**src/vtm_defs.vh**
```
/*
 * Constants for the video timing measurement block: register offsets,
 * field positions, reset values and measurement counts.
 * Assumes it is included by bare name from the design files.
 */
`ifndef VTM_DEFS_VH
`define VTM_DEFS_VH

// Register offsets on the two-wire bus
`define VTM_ADR_SRT_CTRL 16'h843F
`define VTM_ADR_AUTO_SIZE 16'h858B
`define VTM_ADR_HFP_LO 16'h8580
`define VTM_ADR_HFP_HI 16'h8581
`define VTM_ADR_HSYNC_LO 16'h8582
`define VTM_ADR_HSYNC_HI 16'h8583
`define VTM_ADR_HBP_LO 16'h8584
`define VTM_ADR_HBP_HI 16'h8585
`define VTM_ADR_VFP_LO 16'h8586
`define VTM_ADR_VFP_HI 16'h8587
`define VTM_ADR_VSYNC 16'h8588
`define VTM_ADR_VBP_LO 16'h8589
`define VTM_ADR_VBP_HI 16'h858A

// Field positions
`define VTM_BIT_SOFT_RESET 0
`define VTM_BIT_AUTOINC_DIS 6
`define VTM_BIT_AUTO_SIZE 0

// Reset values
`define VTM_RST_BYTE 8'h00
`define VTM_RST_COUNT 11'h000
`define VTM_MIN_INIT 11'h7FF

// Bus slave address, arbitrary value
`define VTM_DEV_ADDR 7'h2C

// Fields observed per measurement
`define VTM_MEAS_FIELDS 2'h2

`endif

```
**src/vtm_sync3.v**
```verilog
/*
 * Three-stage input synchroniser for a bundle of asynchronous pins.
 * Assumes each bit is an independent level from outside the clock domain.
 */
`timescale 1ns/1ps
`include "vtm_defs.vh"

module vtm_sync3 #(
	parameter W = 6
) (
	input wire clock_i,
	input wire rst_i,
	input wire [W-1:0] d_i,
	output wire [W-1:0] q_o
);

reg [W-1:0] stage1;
reg [W-1:0] stage2;
reg [W-1:0] stage3;
reg [W-1:0] level;

assign q_o = level;

////////////////////////////////////////////////////////////////////////////////
genvar gi;
generate
	for (gi = 0; gi < W; gi = gi + 1) begin : g_bit
		// Level moves only once stages two and three agree, filtering one-cycle glitches
		always @(posedge clock_i or posedge rst_i) begin
			if (rst_i) begin
				stage1[gi] <= 1'b0;
				stage2[gi] <= 1'b0;
				stage3[gi] <= 1'b0;
				level[gi] <= 1'b0;
			end else begin
				stage1[gi] <= d_i[gi];
				stage2[gi] <= stage1[gi];
				stage3[gi] <= stage2[gi];
				if (stage2[gi] == stage3[gi]) begin
					level[gi] <= stage3[gi];
				end
			end
		end
	end
endgenerate

endmodule

```
**src/vtm_top.v**
```verilog
/*
 * Video timing measurement with two-wire register access.
 * Measures horizontal porches and sync in pixels and vertical porches and
 * sync in lines, and holds the soft reset and test control register.
 * Assumes the pixel clock, syncs and video-present level are asynchronous
 * pins, active high, and that sda is open drain with an external pull-up.
 */
`timescale 1ns/1ps
`include "vtm_defs.vh"

module vtm_top #(
	parameter [6:0] DEV_ADDR = `VTM_DEV_ADDR
) (
	input wire clock_i,
	input wire rst_i,
	input wire scl_i,
	input wire sda_i,
	output reg sda_o,
	output reg sda_oe_o,
	input wire pix_clk_i,
	input wire hsync_i,
	input wire vsync_i,
	input wire video_i,
	output reg meas_busy_o
);

localparam [2:0] ST_IDLE = 3'h0;
localparam [2:0] ST_RX = 3'h1;
localparam [2:0] ST_ACK = 3'h2;
localparam [2:0] ST_TX = 3'h3;
localparam [2:0] ST_RACK = 3'h4;

localparam [1:0] M_IDLE = 2'h0;
localparam [1:0] M_ARM = 2'h1;
localparam [1:0] M_RUN = 2'h2;

// Saturating 11-bit increment, so a missing sync never wraps to a small minimum
function [10:0] inc11;
	input [10:0] x;
	begin
		inc11 = (x == 11'h7FF) ? x : x + 11'h001;
	end
endfunction

////////////////////////////////////////////////////////////////////////////////
// Pin synchronisers
wire [5:0] sq;
reg scl_d;
reg sda_d;
reg pclk_d;

vtm_sync3 #(
	.W(6)
) u_sync (
	.clock_i(clock_i),
	.rst_i(rst_i),
	.d_i({video_i, vsync_i, hsync_i, pix_clk_i, sda_i, scl_i}),
	.q_o(sq)
);

wire scl = sq[0];
wire sda = sq[1];
wire hs = sq[3];
wire vs = sq[4];
wire vid = sq[5];
wire scl_rise = scl & ~scl_d;
wire scl_fall = ~scl & scl_d;
wire bus_start = scl & scl_d & sda_d & ~sda;
wire bus_stop = scl & scl_d & ~sda_d & sda;
wire pix_rise = sq[2] & ~pclk_d;

// Previous filtered levels; reset matches the synchroniser so reset leaves no false edge
always @(posedge clock_i or posedge rst_i) begin
	if (rst_i) begin
		scl_d <= 1'b0;
		sda_d <= 1'b0;
		pclk_d <= 1'b0;
	end else begin
		scl_d <= scl;
		sda_d <= sda;
		pclk_d <= sq[2];
	end
end

////////////////////////////////////////////////////////////////////////////////
// Two-wire slave
reg [2:0] i2c_st;
reg [3:0] bitcnt;
reg [7:0] sh;
reg [1:0] byte_idx;
reg rw;
reg nack;
reg [15:0] ptr;
reg wr_stb;
reg [15:0] wr_addr;
reg [7:0] wr_data;
reg [7:0] rd_data;
reg autoinc_disable;
reg soft_reset_bit;

wire [15:0] ptr_next = autoinc_disable ? ptr : ptr + 16'h0001;

// The slave is outside soft reset so a running transfer completes
always @(posedge clock_i or posedge rst_i) begin
	if (rst_i) begin
		i2c_st <= ST_IDLE;
		bitcnt <= 4'h0;
		sh <= 8'h00;
		byte_idx <= 2'h0;
		rw <= 1'b0;
		nack <= 1'b0;
		ptr <= 16'h0000;
		wr_stb <= 1'b0;
		wr_addr <= 16'h0000;
		wr_data <= 8'h00;
		sda_o <= 1'b0;
		sda_oe_o <= 1'b0;
	end else begin
		wr_stb <= 1'b0;
		sda_o <= 1'b0;
		if (bus_start) begin
			i2c_st <= ST_RX;
			bitcnt <= 4'h0;
			byte_idx <= 2'h0;
			sda_oe_o <= 1'b0;
		end else if (bus_stop) begin
			i2c_st <= ST_IDLE;
			sda_oe_o <= 1'b0;
		end else begin
			case (i2c_st)
			ST_RX: begin
				if (scl_rise) begin
					sh <= {sh[6:0], sda};
					bitcnt <= bitcnt + 4'h1;
				end else if (scl_fall && bitcnt == 4'h8) begin
					bitcnt <= 4'h0;
					i2c_st <= ST_ACK;
					sda_oe_o <= 1'b1;
					if (byte_idx == 2'h0) begin
						if (sh[7:1] == DEV_ADDR) begin
							rw <= sh[0];
							byte_idx <= 2'h1;
						end else begin
							i2c_st <= ST_IDLE;
							sda_oe_o <= 1'b0;
						end
					end else if (byte_idx == 2'h1) begin
						ptr[15:8] <= sh;
						byte_idx <= 2'h2;
					end else if (byte_idx == 2'h2) begin
						ptr[7:0] <= sh;
						byte_idx <= 2'h3;
					end else begin
						wr_stb <= 1'b1;
						wr_addr <= ptr;
						wr_data <= sh;
						ptr <= ptr_next;
					end
				end
			end
			ST_ACK: begin
				if (scl_fall) begin
					if (rw) begin
						i2c_st <= ST_TX;
						sh <= rd_data;
						sda_oe_o <= ~rd_data[7];
						ptr <= ptr_next;
					end else begin
						i2c_st <= ST_RX;
						sda_oe_o <= 1'b0;
					end
				end
			end
			ST_TX: begin
				if (scl_fall) begin
					if (bitcnt == 4'h7) begin
						bitcnt <= 4'h0;
						sda_oe_o <= 1'b0;
						i2c_st <= ST_RACK;
					end else begin
						bitcnt <= bitcnt + 4'h1;
						sh <= {sh[6:0], 1'b0};
						sda_oe_o <= ~sh[6];
					end
				end
			end
			ST_RACK: begin
				if (scl_rise) begin
					nack <= sda;
				end else if (scl_fall) begin
					if (nack) begin
						i2c_st <= ST_IDLE;
					end else begin
						i2c_st <= ST_TX;
						sh <= rd_data;
						sda_oe_o <= ~rd_data[7];
						ptr <= ptr_next;
					end
				end
			end
			default: begin
				sda_oe_o <= 1'b0;
			end
			endcase
		end
	end
end

////////////////////////////////////////////////////////////////////////////////
// Soft reset and test control; this register survives its own reset
always @(posedge clock_i or posedge rst_i) begin
	if (rst_i) begin
		autoinc_disable <= 1'b0;
		soft_reset_bit <= 1'b0;
	end else begin
		soft_reset_bit <= 1'b0;
		if (wr_stb && wr_addr == `VTM_ADR_SRT_CTRL) begin
			autoinc_disable <= wr_data[`VTM_BIT_AUTOINC_DIS];
			soft_reset_bit <= wr_data[`VTM_BIT_SOFT_RESET];
		end
	end
end

////////////////////////////////////////////////////////////////////////////////
// Measurement state
reg [1:0] meas_st;
reg [1:0] field_n;
reg hs_p;
reg vs_p;
reg line_vid;
reg field_vid;
reg any_vid;
reg bp_run;
reg vbp_run;
reg [10:0] pix_cnt;
reg [10:0] sync_cnt;
reg [10:0] sync_len;
reg [10:0] fp_cnt;
reg [10:0] bp_cnt;
reg [10:0] line_tot;
reg [10:0] vline;
reg [10:0] vtot;
reg [7:0] vs_cnt;
reg [7:0] vsync_len;
reg [10:0] vfp_cnt;
reg [10:0] vbp_cnt;
reg [10:0] min_hfp;
reg [10:0] min_hbp;
reg [10:0] min_vfp;
reg [10:0] min_vbp;
reg [10:0] hfp_r;
reg [9:0] hsync_r;
reg [10:0] hbp_r;
reg [10:0] vfp_r;
reg [7:0] vsync_r;
reg [10:0] vbp_r;

wire run = (meas_st == M_RUN);
wire [10:0] vtot_less_sync = vtot - {3'h0, vsync_len};
wire [9:0] sync_cap = (sync_len[10]) ? 10'h3FF : sync_len[9:0];

// Counters run on sampled pixel edges; minima move only while running.
// Soft reset clears all of it but leaves the bus slave alone.
always @(posedge clock_i or posedge rst_i) begin
	if (rst_i) begin
		meas_st <= M_IDLE;
		meas_busy_o <= 1'b0;
		field_n <= 2'h0;
		{hs_p, vs_p, line_vid, field_vid, any_vid, bp_run, vbp_run} <= 7'h00;
		{pix_cnt, sync_cnt, sync_len, fp_cnt, bp_cnt, line_tot} <= 66'h0;
		{vline, vtot, vfp_cnt, vbp_cnt} <= 44'h0;
		vs_cnt <= 8'h00;
		vsync_len <= 8'h00;
		{min_hfp, min_hbp, min_vfp, min_vbp} <= {4{`VTM_MIN_INIT}};
		{hfp_r, hbp_r, vfp_r, vbp_r} <= {4{`VTM_RST_COUNT}};
		hsync_r <= 10'h000;
		vsync_r <= `VTM_RST_BYTE;
	end else if (soft_reset_bit) begin
		meas_st <= M_IDLE;
		meas_busy_o <= 1'b0;
		field_n <= 2'h0;
		{hs_p, vs_p, line_vid, field_vid, any_vid, bp_run, vbp_run} <= 7'h00;
		{pix_cnt, sync_cnt, sync_len, fp_cnt, bp_cnt, line_tot} <= 66'h0;
		{vline, vtot, vfp_cnt, vbp_cnt} <= 44'h0;
		vs_cnt <= 8'h00;
		vsync_len <= 8'h00;
		{min_hfp, min_hbp, min_vfp, min_vbp} <= {4{`VTM_MIN_INIT}};
		{hfp_r, hbp_r, vfp_r, vbp_r} <= {4{`VTM_RST_COUNT}};
		hsync_r <= 10'h000;
		vsync_r <= `VTM_RST_BYTE;
	end else begin
		if (pix_rise) begin
			hs_p <= hs;
			vs_p <= vs;
			pix_cnt <= inc11(pix_cnt);
			// Line start: close out the line just ended
			if (hs && !hs_p) begin
				pix_cnt <= 11'h001;
				sync_cnt <= 11'h001;
				line_tot <= pix_cnt;
				line_vid <= 1'b0;
				bp_run <= 1'b0;
				if (run && line_vid && fp_cnt < min_hfp) begin
					min_hfp <= fp_cnt;
				end
				vline <= inc11(vline);
				if (vs) begin
					vs_cnt <= (vs_cnt == 8'hFF) ? vs_cnt : vs_cnt + 8'h01;
				end else if (line_vid) begin
					vfp_cnt <= 11'h000;
					field_vid <= 1'b1;
					if (vbp_run) begin
						vbp_run <= 1'b0;
						if (run && vbp_cnt < min_vbp) begin
							min_vbp <= vbp_cnt;
						end
					end
				end else begin
					vfp_cnt <= inc11(vfp_cnt);
					if (vbp_run) begin
						vbp_cnt <= inc11(vbp_cnt);
					end
				end
			end else if (hs) begin
				sync_cnt <= inc11(sync_cnt);
			end
			// Sync end starts the back porch run
			if (!hs && hs_p) begin
				sync_len <= sync_cnt;
				bp_cnt <= 11'h000;
				bp_run <= 1'b1;
				fp_cnt <= 11'h000;
			end else if (!hs) begin
				if (vid) begin
					fp_cnt <= 11'h000;
					line_vid <= 1'b1;
					if (run) begin
						any_vid <= 1'b1;
					end
					if (bp_run) begin
						bp_run <= 1'b0;
						if (run && bp_cnt < min_hbp) begin
							min_hbp <= bp_cnt;
						end
					end
				end else begin
					fp_cnt <= inc11(fp_cnt);
					if (bp_run) begin
						bp_cnt <= inc11(bp_cnt);
					end
				end
			end
			// Vertical sync end starts the vertical back porch run
			if (!vs && vs_p) begin
				vsync_len <= vs_cnt;
				vs_cnt <= 8'h00;
				vbp_cnt <= 11'h000;
				vbp_run <= 1'b1;
			end
			// Vertical sync start closes the field
			if (vs && !vs_p) begin
				if (run && field_vid && vfp_cnt < min_vfp) begin
					min_vfp <= vfp_cnt;
				end
				vtot <= vline;
				vline <= 11'h000;
				field_vid <= 1'b0;
				if (run) begin
					field_n <= field_n + 2'h1;
				end
			end
		end

		// Measurement sequencing
		case (meas_st)
		M_ARM: begin
			if (pix_rise && vs && !vs_p) begin
				meas_st <= M_RUN;
				field_n <= 2'h0;
			end
		end
		M_RUN: begin
			if (field_n == `VTM_MEAS_FIELDS) begin
				meas_st <= M_IDLE;
				meas_busy_o <= 1'b0;
				hfp_r <= any_vid ? min_hfp : `VTM_RST_COUNT;
				hsync_r <= any_vid ? sync_cap : 10'h000;
				hbp_r <= any_vid ? min_hbp : line_tot;
				vfp_r <= any_vid ? min_vfp : `VTM_RST_COUNT;
				vsync_r <= vsync_len;
				vbp_r <= any_vid ? min_vbp : vtot_less_sync;
			end
		end
		default: begin
			meas_st <= M_IDLE;
		end
		endcase

		// Host write comes last so a new start wins over completion
		if (wr_stb && wr_addr == `VTM_ADR_AUTO_SIZE) begin
			if (wr_data[`VTM_BIT_AUTO_SIZE]) begin
				meas_st <= M_ARM;
				meas_busy_o <= 1'b1;
				any_vid <= 1'b0;
				{min_hfp, min_hbp, min_vfp, min_vbp} <= {4{`VTM_MIN_INIT}};
				{hfp_r, hbp_r, vfp_r, vbp_r} <= {4{`VTM_RST_COUNT}};
				hsync_r <= 10'h000;
				vsync_r <= `VTM_RST_BYTE;
			end else begin
				meas_st <= M_IDLE;
				meas_busy_o <= 1'b0;
			end
		end
	end
end

////////////////////////////////////////////////////////////////////////////////
// Read data; unmapped addresses read zero, results ignore writes
always @* begin
	if (ptr == `VTM_ADR_SRT_CTRL) begin
		rd_data = {1'b0, autoinc_disable, 5'h00, soft_reset_bit};
	end else if (ptr == `VTM_ADR_AUTO_SIZE) begin
		rd_data = {7'h00, meas_busy_o};
	end else if (ptr == `VTM_ADR_HFP_LO) begin
		rd_data = hfp_r[7:0];
	end else if (ptr == `VTM_ADR_HFP_HI) begin
		rd_data = {5'h00, hfp_r[10:8]};
	end else if (ptr == `VTM_ADR_HSYNC_LO) begin
		rd_data = hsync_r[7:0];
	end else if (ptr == `VTM_ADR_HSYNC_HI) begin
		rd_data = {6'h00, hsync_r[9:8]};
	end else if (ptr == `VTM_ADR_HBP_LO) begin
		rd_data = hbp_r[7:0];
	end else if (ptr == `VTM_ADR_HBP_HI) begin
		rd_data = {5'h00, hbp_r[10:8]};
	end else if (ptr == `VTM_ADR_VFP_LO) begin
		rd_data = vfp_r[7:0];
	end else if (ptr == `VTM_ADR_VFP_HI) begin
		rd_data = {5'h00, vfp_r[10:8]};
	end else if (ptr == `VTM_ADR_VSYNC) begin
		rd_data = vsync_r;
	end else if (ptr == `VTM_ADR_VBP_LO) begin
		rd_data = vbp_r[7:0];
	end else if (ptr == `VTM_ADR_VBP_HI) begin
		rd_data = {5'h00, vbp_r[10:8]};
	end else begin
		rd_data = 8'h00;
	end
end

endmodule

```
**config.mk**
```make
export PLATFORM = sky130hd
export DESIGN_NAME = vtm_top
export DESIGN_NICKNAME = d
export VERILOG_FILES = /design/src/vtm_sync3.v /design/src/vtm_top.v
export VERILOG_INCLUDE_DIRS = /design/src
export SDC_FILE = /design/constraint.sdc
export NUM_CORES = 1
export LEC_CHECK = 0
export BUFFER_PORTS_ARGS = -buffer_cell sky130_fd_sc_hd__buf_2
export CAP_MARGIN = 20
export CORE_MARGIN = 2
export CORE_UTILIZATION = 50
export DETAILED_ROUTE_END_ITERATION = 10
export PLACE_DENSITY = 0.65
export SYNTH_ARGS = -nofsm -noshare
export SYNTH_HDL_FRONTEND = slang
export SYNTH_HIERARCHICAL = 1
export SYNTH_SLANG_ARGS = --single-unit
```
**constraint.sdc**
```tcl
create_clock -name clock_i -period 11 [get_ports clock_i]
set_clock_uncertainty 0.15 [all_clocks]
set_input_delay 0.55 -clock clock_i [delete_from_list [all_inputs] [get_ports clock_i]]
set_output_delay 0.55 -clock clock_i [all_outputs]
set_load 0.03 [all_outputs]
```
==> metrics, run 1 <==
Slew Limit Fails 0; Comb power frac 13.1%; Synth top cells by count dfrtp_1, nand2_1, a21oi_1, nor2_1, inv_1; later-pin clock latency in the skew report 0.55 ns; Area Growth Syn to Fin 10.44%; DP Area 0.01784 mm2; total number of yosys warnings 6; top-area cell type share of the netlist area 40.67%; Pint 0.002303 W; count leader, synth dfrtp_1; Routed Antenna Nets 0; P_leak 8.506 nW; vias in the first global route 13310; first-pass GRT wire length 71.90 mm; CTS buffer count 38; gr usage total 24.64%; Most used DFF post-synth dfrtp_1; Max Fclk 307.8 MHz; WL/cell 18.88 um; crit-path max FO 15; Crit. End Element flop; max_cap viols 0; share of layout cells above drive strength 1 9.936%; Switching Share 27.58%; Period minus WS final 3.249 ns; Port Buffers 9; GRT Residual Overflow 0; ys async rst share 100.0%; ranking of synthesized cells by area dfrtp_1, dfstp_2, nand2_1; clk sinks 328; RSZ-0062 raised after global routing no; CTS tree done; core box area 0.03446 mm2; ANT cells 0; DRC errors left 0; sequential share of the synthesized area 47.29%; FILL cells 3024; Max rail drop VDD 0.1443 mV; Critical Path Max Stage Delay 0.83 ns; Synthesized Nets 1932; Avg Cell Area, Syn 9.425 um2; non-filler cells, final 2317; via count 13810; Largest regs ptr (16), wr_addr (16); worst slew pin tran 1.010 ns; Data required, critical path 11.30 ns; Die ar. 0.03646 mm2; post-synth top area cell dfrtp_1; final-report hold violation count 0; IO Pins 11; sequential power share 44.4%; height of the chip 190.9 um; Clock Power Share 42.5%; DRT Wirelength 43.74 mm; element type at the critical path start flop; Std-Cell Rows 68; final core occ 56.01%; Sw Pwr 0.0008772 W; detailed placement HPWL 30.37 mm; DR vias/cell 5.959; slowest CP cell nor2b_1; Worst Hold Class flop to flop; Worst EP arrival 3.55 ns; fin crit share 29.54%; setup bufs post-CTS 0; clk buf depth 3; Slew Limit Headroom 32.50%; Layout Nets 1911; largest net degree at the start of global routing 179; Post-Place Cells 2239; quantity of gates resized following cts 0; setup TNS 0 ns; critical-path cell list nor2b_1 -> nor2_1 -> a41o_1 -> or4_1 -> or3_1 -> a21oi_1; Crit Path Class flop to flop; Top delay family on crit path simple AND/OR/NAND/NOR gates; Mapped Cells 1854; FF+latch count, synth 328; first drt pass iteration count 5; PD cells 164.8 mW/mm2; status complete, no violations; Initial Util 50.71%; gpl congestion 0.8760; initial antenna violation count 0; DRT iter0 DRCs 969; htree depth 2; die width 190.9 um; number of flops mapped to enable cells by yosys 0; root buffer cell clkbuf_16; Finish-stage setup viols 0; CP Buf/Inv Count 0; mapped cell area 0.01747 mm2; clock transition at the registers of the reported paths 0.06 ns; Final Cell Area 0.01930 mm2; Unique masters post-synth 95
## power groups by stage
stage	combinational (W)	sequential, W	clock [W]
floorplan	0.000324	0.00138	0
global placement	0.000408	0.00142	0
detailed placement	0.000416	0.00143	0
CTS	0.000419	0.00141	0.00138
global route	0.000474	0.00142	0.00143
finish	0.000417	0.00141	0.00135
## worst reg2reg max path, cell delays in order (launching register included)
cell and delay [ns]:
dfrtp_1 0.43, nor2b_1 0.83, nor2_1 0.35, a41o_1 0.37, or4_1 0.56, or3_1 0.33
a21oi_1 0.14
## through the flow
stage	power [W]	hold WS [ns]	setup slack, ns
2_1_floorplan	0.001703	0.1812	1.970
3_3_place_gp	0.001833	0.1908	7.901
3_5_place_dp	0.001844	0.1870	7.825
4_1_cts	0.003205	0.09893	7.817
5_1_grt	0.003329	0.2059	7.390
6_report	0.003180	0.1966	7.751
## metal layers
layer | global-route usage (%) | share of wire (%)
met1 | 34.28 | 46
met4 | 7.215 | 2.3
met3 | 4.002 | 4.9
met2 | 39.73 | 47
met5 | 0 | 0
## worst paths after layout
kind                                             from                          to  slack (ns)  depth (start not counted)
setup / recovery            u_sync/q_o[2]$_DFFE_PP0N_      pix_cnt[9]$_DFFE_PP0P_        7.75                          6
max in group asynchronous                       rst_i       bitcnt[3]$_DFFE_PP0P_        8.60                          4
hold reg to reg            u_sync/stage1[0]$_DFF_PP0_  u_sync/stage2[0]$_DFF_PP0_        0.20                          0
min in group asynchronous                       rst_i  u_sync/stage2[5]$_DFF_PP0_        0.39                          3
hold / removal             u_sync/stage1[0]$_DFF_PP0_  u_sync/stage2[0]$_DFF_PP0_        0.20                          0
setup reg to reg            u_sync/q_o[2]$_DFFE_PP0N_      pix_cnt[9]$_DFFE_PP0P_        7.75                          6
## cell usage in the layout (no fill, tap or decap), types with 44 or more instances in the layout
master	count
a21oi_1	135
ha_1	69
nand3_1	89
nor3_1	53
nand2_1	234
dfrtp_1	283
dfstp_2	44
o21ai_0	85
nor2_1	136
inv_1	90
## cell families after synthesis
family	synth area share, %
xor gates and xnor gates	3.057
DFF	47.29
muxes	2.850
adders and majority gates	5.442
AOI/OAI and AO/OA	17.66
buffers and inverters	4.146
other	0.02146
and+or+nand+nor	19.54
## area by class of cell
cell class / count / area, um2 / area share [%]
clock inverter: 12 / 211.5 / 1.096
tap: 455 / 569.3 / 2.950
clock buffer: 57 / 1144 / 5.926
multi-input combinational: 1343 / 8501 / 44.05
sequential: 328 / 8264 / 42.82
timing repair buffer: 31 / 260.3 / 1.349
inverter: 91 / 349.1 / 1.809
## what timing repair did
action	CTS	global route
endpoints found under the setup margin	0	0
hold endpoints to repair	6	4
hold buffers	6	1
(Power assumes the default switching activity.)
==> run 2, diff against run 1 <==
==> constraint.sdc (replaced) <==
create_clock -name clock_i -period 3.2 [get_ports clock_i]
set_clock_uncertainty 0.15 [all_clocks]
set_input_delay 0.16 -clock clock_i [delete_from_list [all_inputs] [get_ports clock_i]]
set_output_delay 0.16 -clock clock_i [all_outputs]
set_load 0.03 [all_outputs]
==> run 2 against run 1 <==
Utilization is 0.88 points higher. Register-to-register slack worse by 7.3 ns. Routed wire length is 1.5% higher. Final cell count is 1.6% higher. Flip-flop and latch count stayed put. Global-route usage is 0.39 points higher. Via count is 1.7% higher. Sequential power grew to 3.4 times the previous value. Die area stayed put. Sequential share of layout area is 0.66 points lower. Setup slack worse by 7.3 ns. Combinational power grew to 3.5 times the previous value. Critical endpoint is now sh[2]$_DFFE_PP0P_.
==> metrics, run 2 (synthesis gave the netlist of run 1 again) <==
status complete, no violations; crit-path max FO 10 (-5); DR vias/cell 5.969 (+0.18%); Comb power frac 13.4% (+0.3 points); initial antenna violation count 0 (unchanged); element type at the critical path start flop; die width 190.9 um (unchanged); max_cap viols 0 (unchanged); Slew Limit Headroom 25.95% (-6.5 points); later-pin clock latency in the skew report 0.54 ns (about the same); FILL cells 3047 (+0.76%); Largest regs ptr (16), wr_addr (16); core box area 0.03446 mm2 (unchanged); root buffer cell clkbuf_16; clk sinks 328 (unchanged); detailed placement HPWL 31.44 mm (+3.5%); height of the chip 190.9 um (unchanged); commonest cells after routing, fill and taps aside dfrtp_1, nand2_1, nor2_1; vias in the first global route 13720 (+3.1%); non-filler cells, final 2353 (+1.6%); clk buf depth 3 (unchanged); Clock Power Share 42.2% (-0.3 points); Sw Pwr 0.003007 W (+240%); Switching Share 27.63% (+0.047 points); GRT Residual Overflow 0 (unchanged); final-report hold violation count 0 (unchanged); Period minus WS final 2.784 ns (-0.4653 ns); Routed Antenna Nets 0 (unchanged); Slew Limit Fails 0 (unchanged); CTS tree done; most common cell after layout, fill and taps aside dfrtp_1; worst slew pin tran 1.111 ns (+0.1002 ns); PD cells 555.3 mW/mm2 (+240%); CTS buffer count 38 (unchanged); most used cell, CP o21ai_0; sequential power share 44.3% (about the same); Place WS 0.4199 ns (-7.405 ns); WL/cell 18.87 um (about the same); final worst setup slack 0.4160 ns (-7.335 ns); Initial Util 50.71% (unchanged); DP Area 0.01814 mm2 (+1.7%); via count 14050 (+1.7%); fin crit share 87.00% (+57 points); WL met3 2.142 mm (+0.23%); IO Pins 11 (unchanged); Critical Path Max Stage Delay 0.59 ns (-0.24 ns); Crit. End Element flop; Max Fclk 359.2 MHz (+17%); setup bufs post-CTS 0 (unchanged); Final Cell Area 0.01960 mm2 (+1.6%); RSZ-0062 raised after global routing no; Crit Path Class flop to flop; quantity of gates resized following cts 0 (unchanged); Max rail drop VDD 0.4992 mV (+250%); slowest CP cell or4_4; top layer in use met4; first-pass GRT wire length 73.35 mm (+2.0%); first drt pass iteration count 7 (+2); setup TNS 0 ns (unchanged); DRC errors left 0 (unchanged); M1 WL 20.27 mm (+0.97%); Data required, critical path 3.46 ns (-7.84 ns); Worst EP arrival 3.05 ns (-0.50 ns); wire length on met2 20.74 mm (+1.1%); P_leak 8.686 nW (+2.1%); Die ar. 0.03646 mm2 (unchanged); DRT iter0 DRCs 1057 (+9.1%); ANT cells 0 (unchanged); clock transition at the registers of the reported paths 0.07 ns (about the same); gr usage total 25.03% (+0.39 points); gpl congestion 0.9009 (+2.8%); DRT Wirelength 44.41 mm (+1.5%); cts hold-fix bufs 7 (+1); Area Growth Syn to Fin 12.16%; Pint 0.007876 W (+240%); critical-path cell list or4_4 -> nor2_1 -> and3_1 -> o21ai_0 -> a222oi_1 -> o21ai_0; Port Buffers 9 (unchanged); Std-Cell Rows 68 (unchanged); share of layout cells above drive strength 1 11.70% (+1.8 points); Finish-stage setup viols 0 (unchanged); Layout Nets 1946 (+1.8%); Pwr Total 0.01088 W (+240%); CP Buf/Inv Count 0 (unchanged); largest net degree at the start of global routing 95 (-47%); Top delay family on crit path simple AND/OR/NAND/NOR gates; htree depth 2 (unchanged); Worst Hold Class primary input to flop; Post-Place Cells 2273 (+1.5%)
-- run 2: path summary, 6_finish.rpt --
| kind | depth (start not counted) | end | startpoint | slack, ns |
|---|---|---|---|---|
| setup / recovery | 6 | sh[2]$_DFFE_PP0P_ | ptr[3]$_DFFE_PP0P_ | 0.42 |
| hold / removal | 2 | u_sync/stage1[3]$_DFF_PP0_ | hsync_i | 0.13 |
| setup reg to reg | 6 | sh[2]$_DFFE_PP0P_ | ptr[3]$_DFFE_PP0P_ | 0.42 |
| hold reg to reg | 0 | u_sync/stage2[3]$_DFF_PP0_ | u_sync/stage1[3]$_DFF_PP0_ | 0.20 |
| max in group asynchronous | 5 | min_hfp[8]$_DFF_PP1_ | rst_i | 1.30 |
| min in group asynchronous | 4 | u_sync/q_o[5]$_DFFE_PP0N_ | rst_i | 0.54 |
-- run 2: power groups by stage --
| stage | Combinational [W] | Sequential [W] | Clock (W) |
|---|---|---|---|
| finish | 0.00146 | 0.00482 | 0.00460 |
| global route | 0.00168 | 0.00487 | 0.00486 |
| CTS | 0.00147 | 0.00481 | 0.00469 |
| detailed placement | 0.00145 | 0.00489 | 0 |
| global placement | 0.00143 | 0.00488 | 0 |
| floorplan | 0.00111 | 0.00474 | 0 |
-- run 2: final cells by class --
type	count	area, um2	area share, %
inverters	91	345.3	1.762
clock inverters	18	250.2	1.277
clock buffers	52	1095	5.586
flip-flops and latches	328	8264	42.16
repair buffers	66	575.6	2.936
well taps	455	569.3	2.905
multi-input cells	1343	8501	43.37
-- run 2: per-stage QoR --
step           utilization [%]  hold WS, ns
2_1_floorplan                -      0.02462
3_3_place_gp             52.64       0.1214
3_5_place_dp             52.64       0.1195
4_1_cts                  56.75       0.1029
5_1_grt                  56.88       0.1070
6_report                 56.88       0.1278
-- run 2: metal layers --
metal | up-vias | track usage, %
met3 | 94 | 3.048
li1 | 6720 | -
met4 | 0 | 7.513
met2 | 401 | 40.75
met1 | 6831 | 35.13
met5 | - | 0
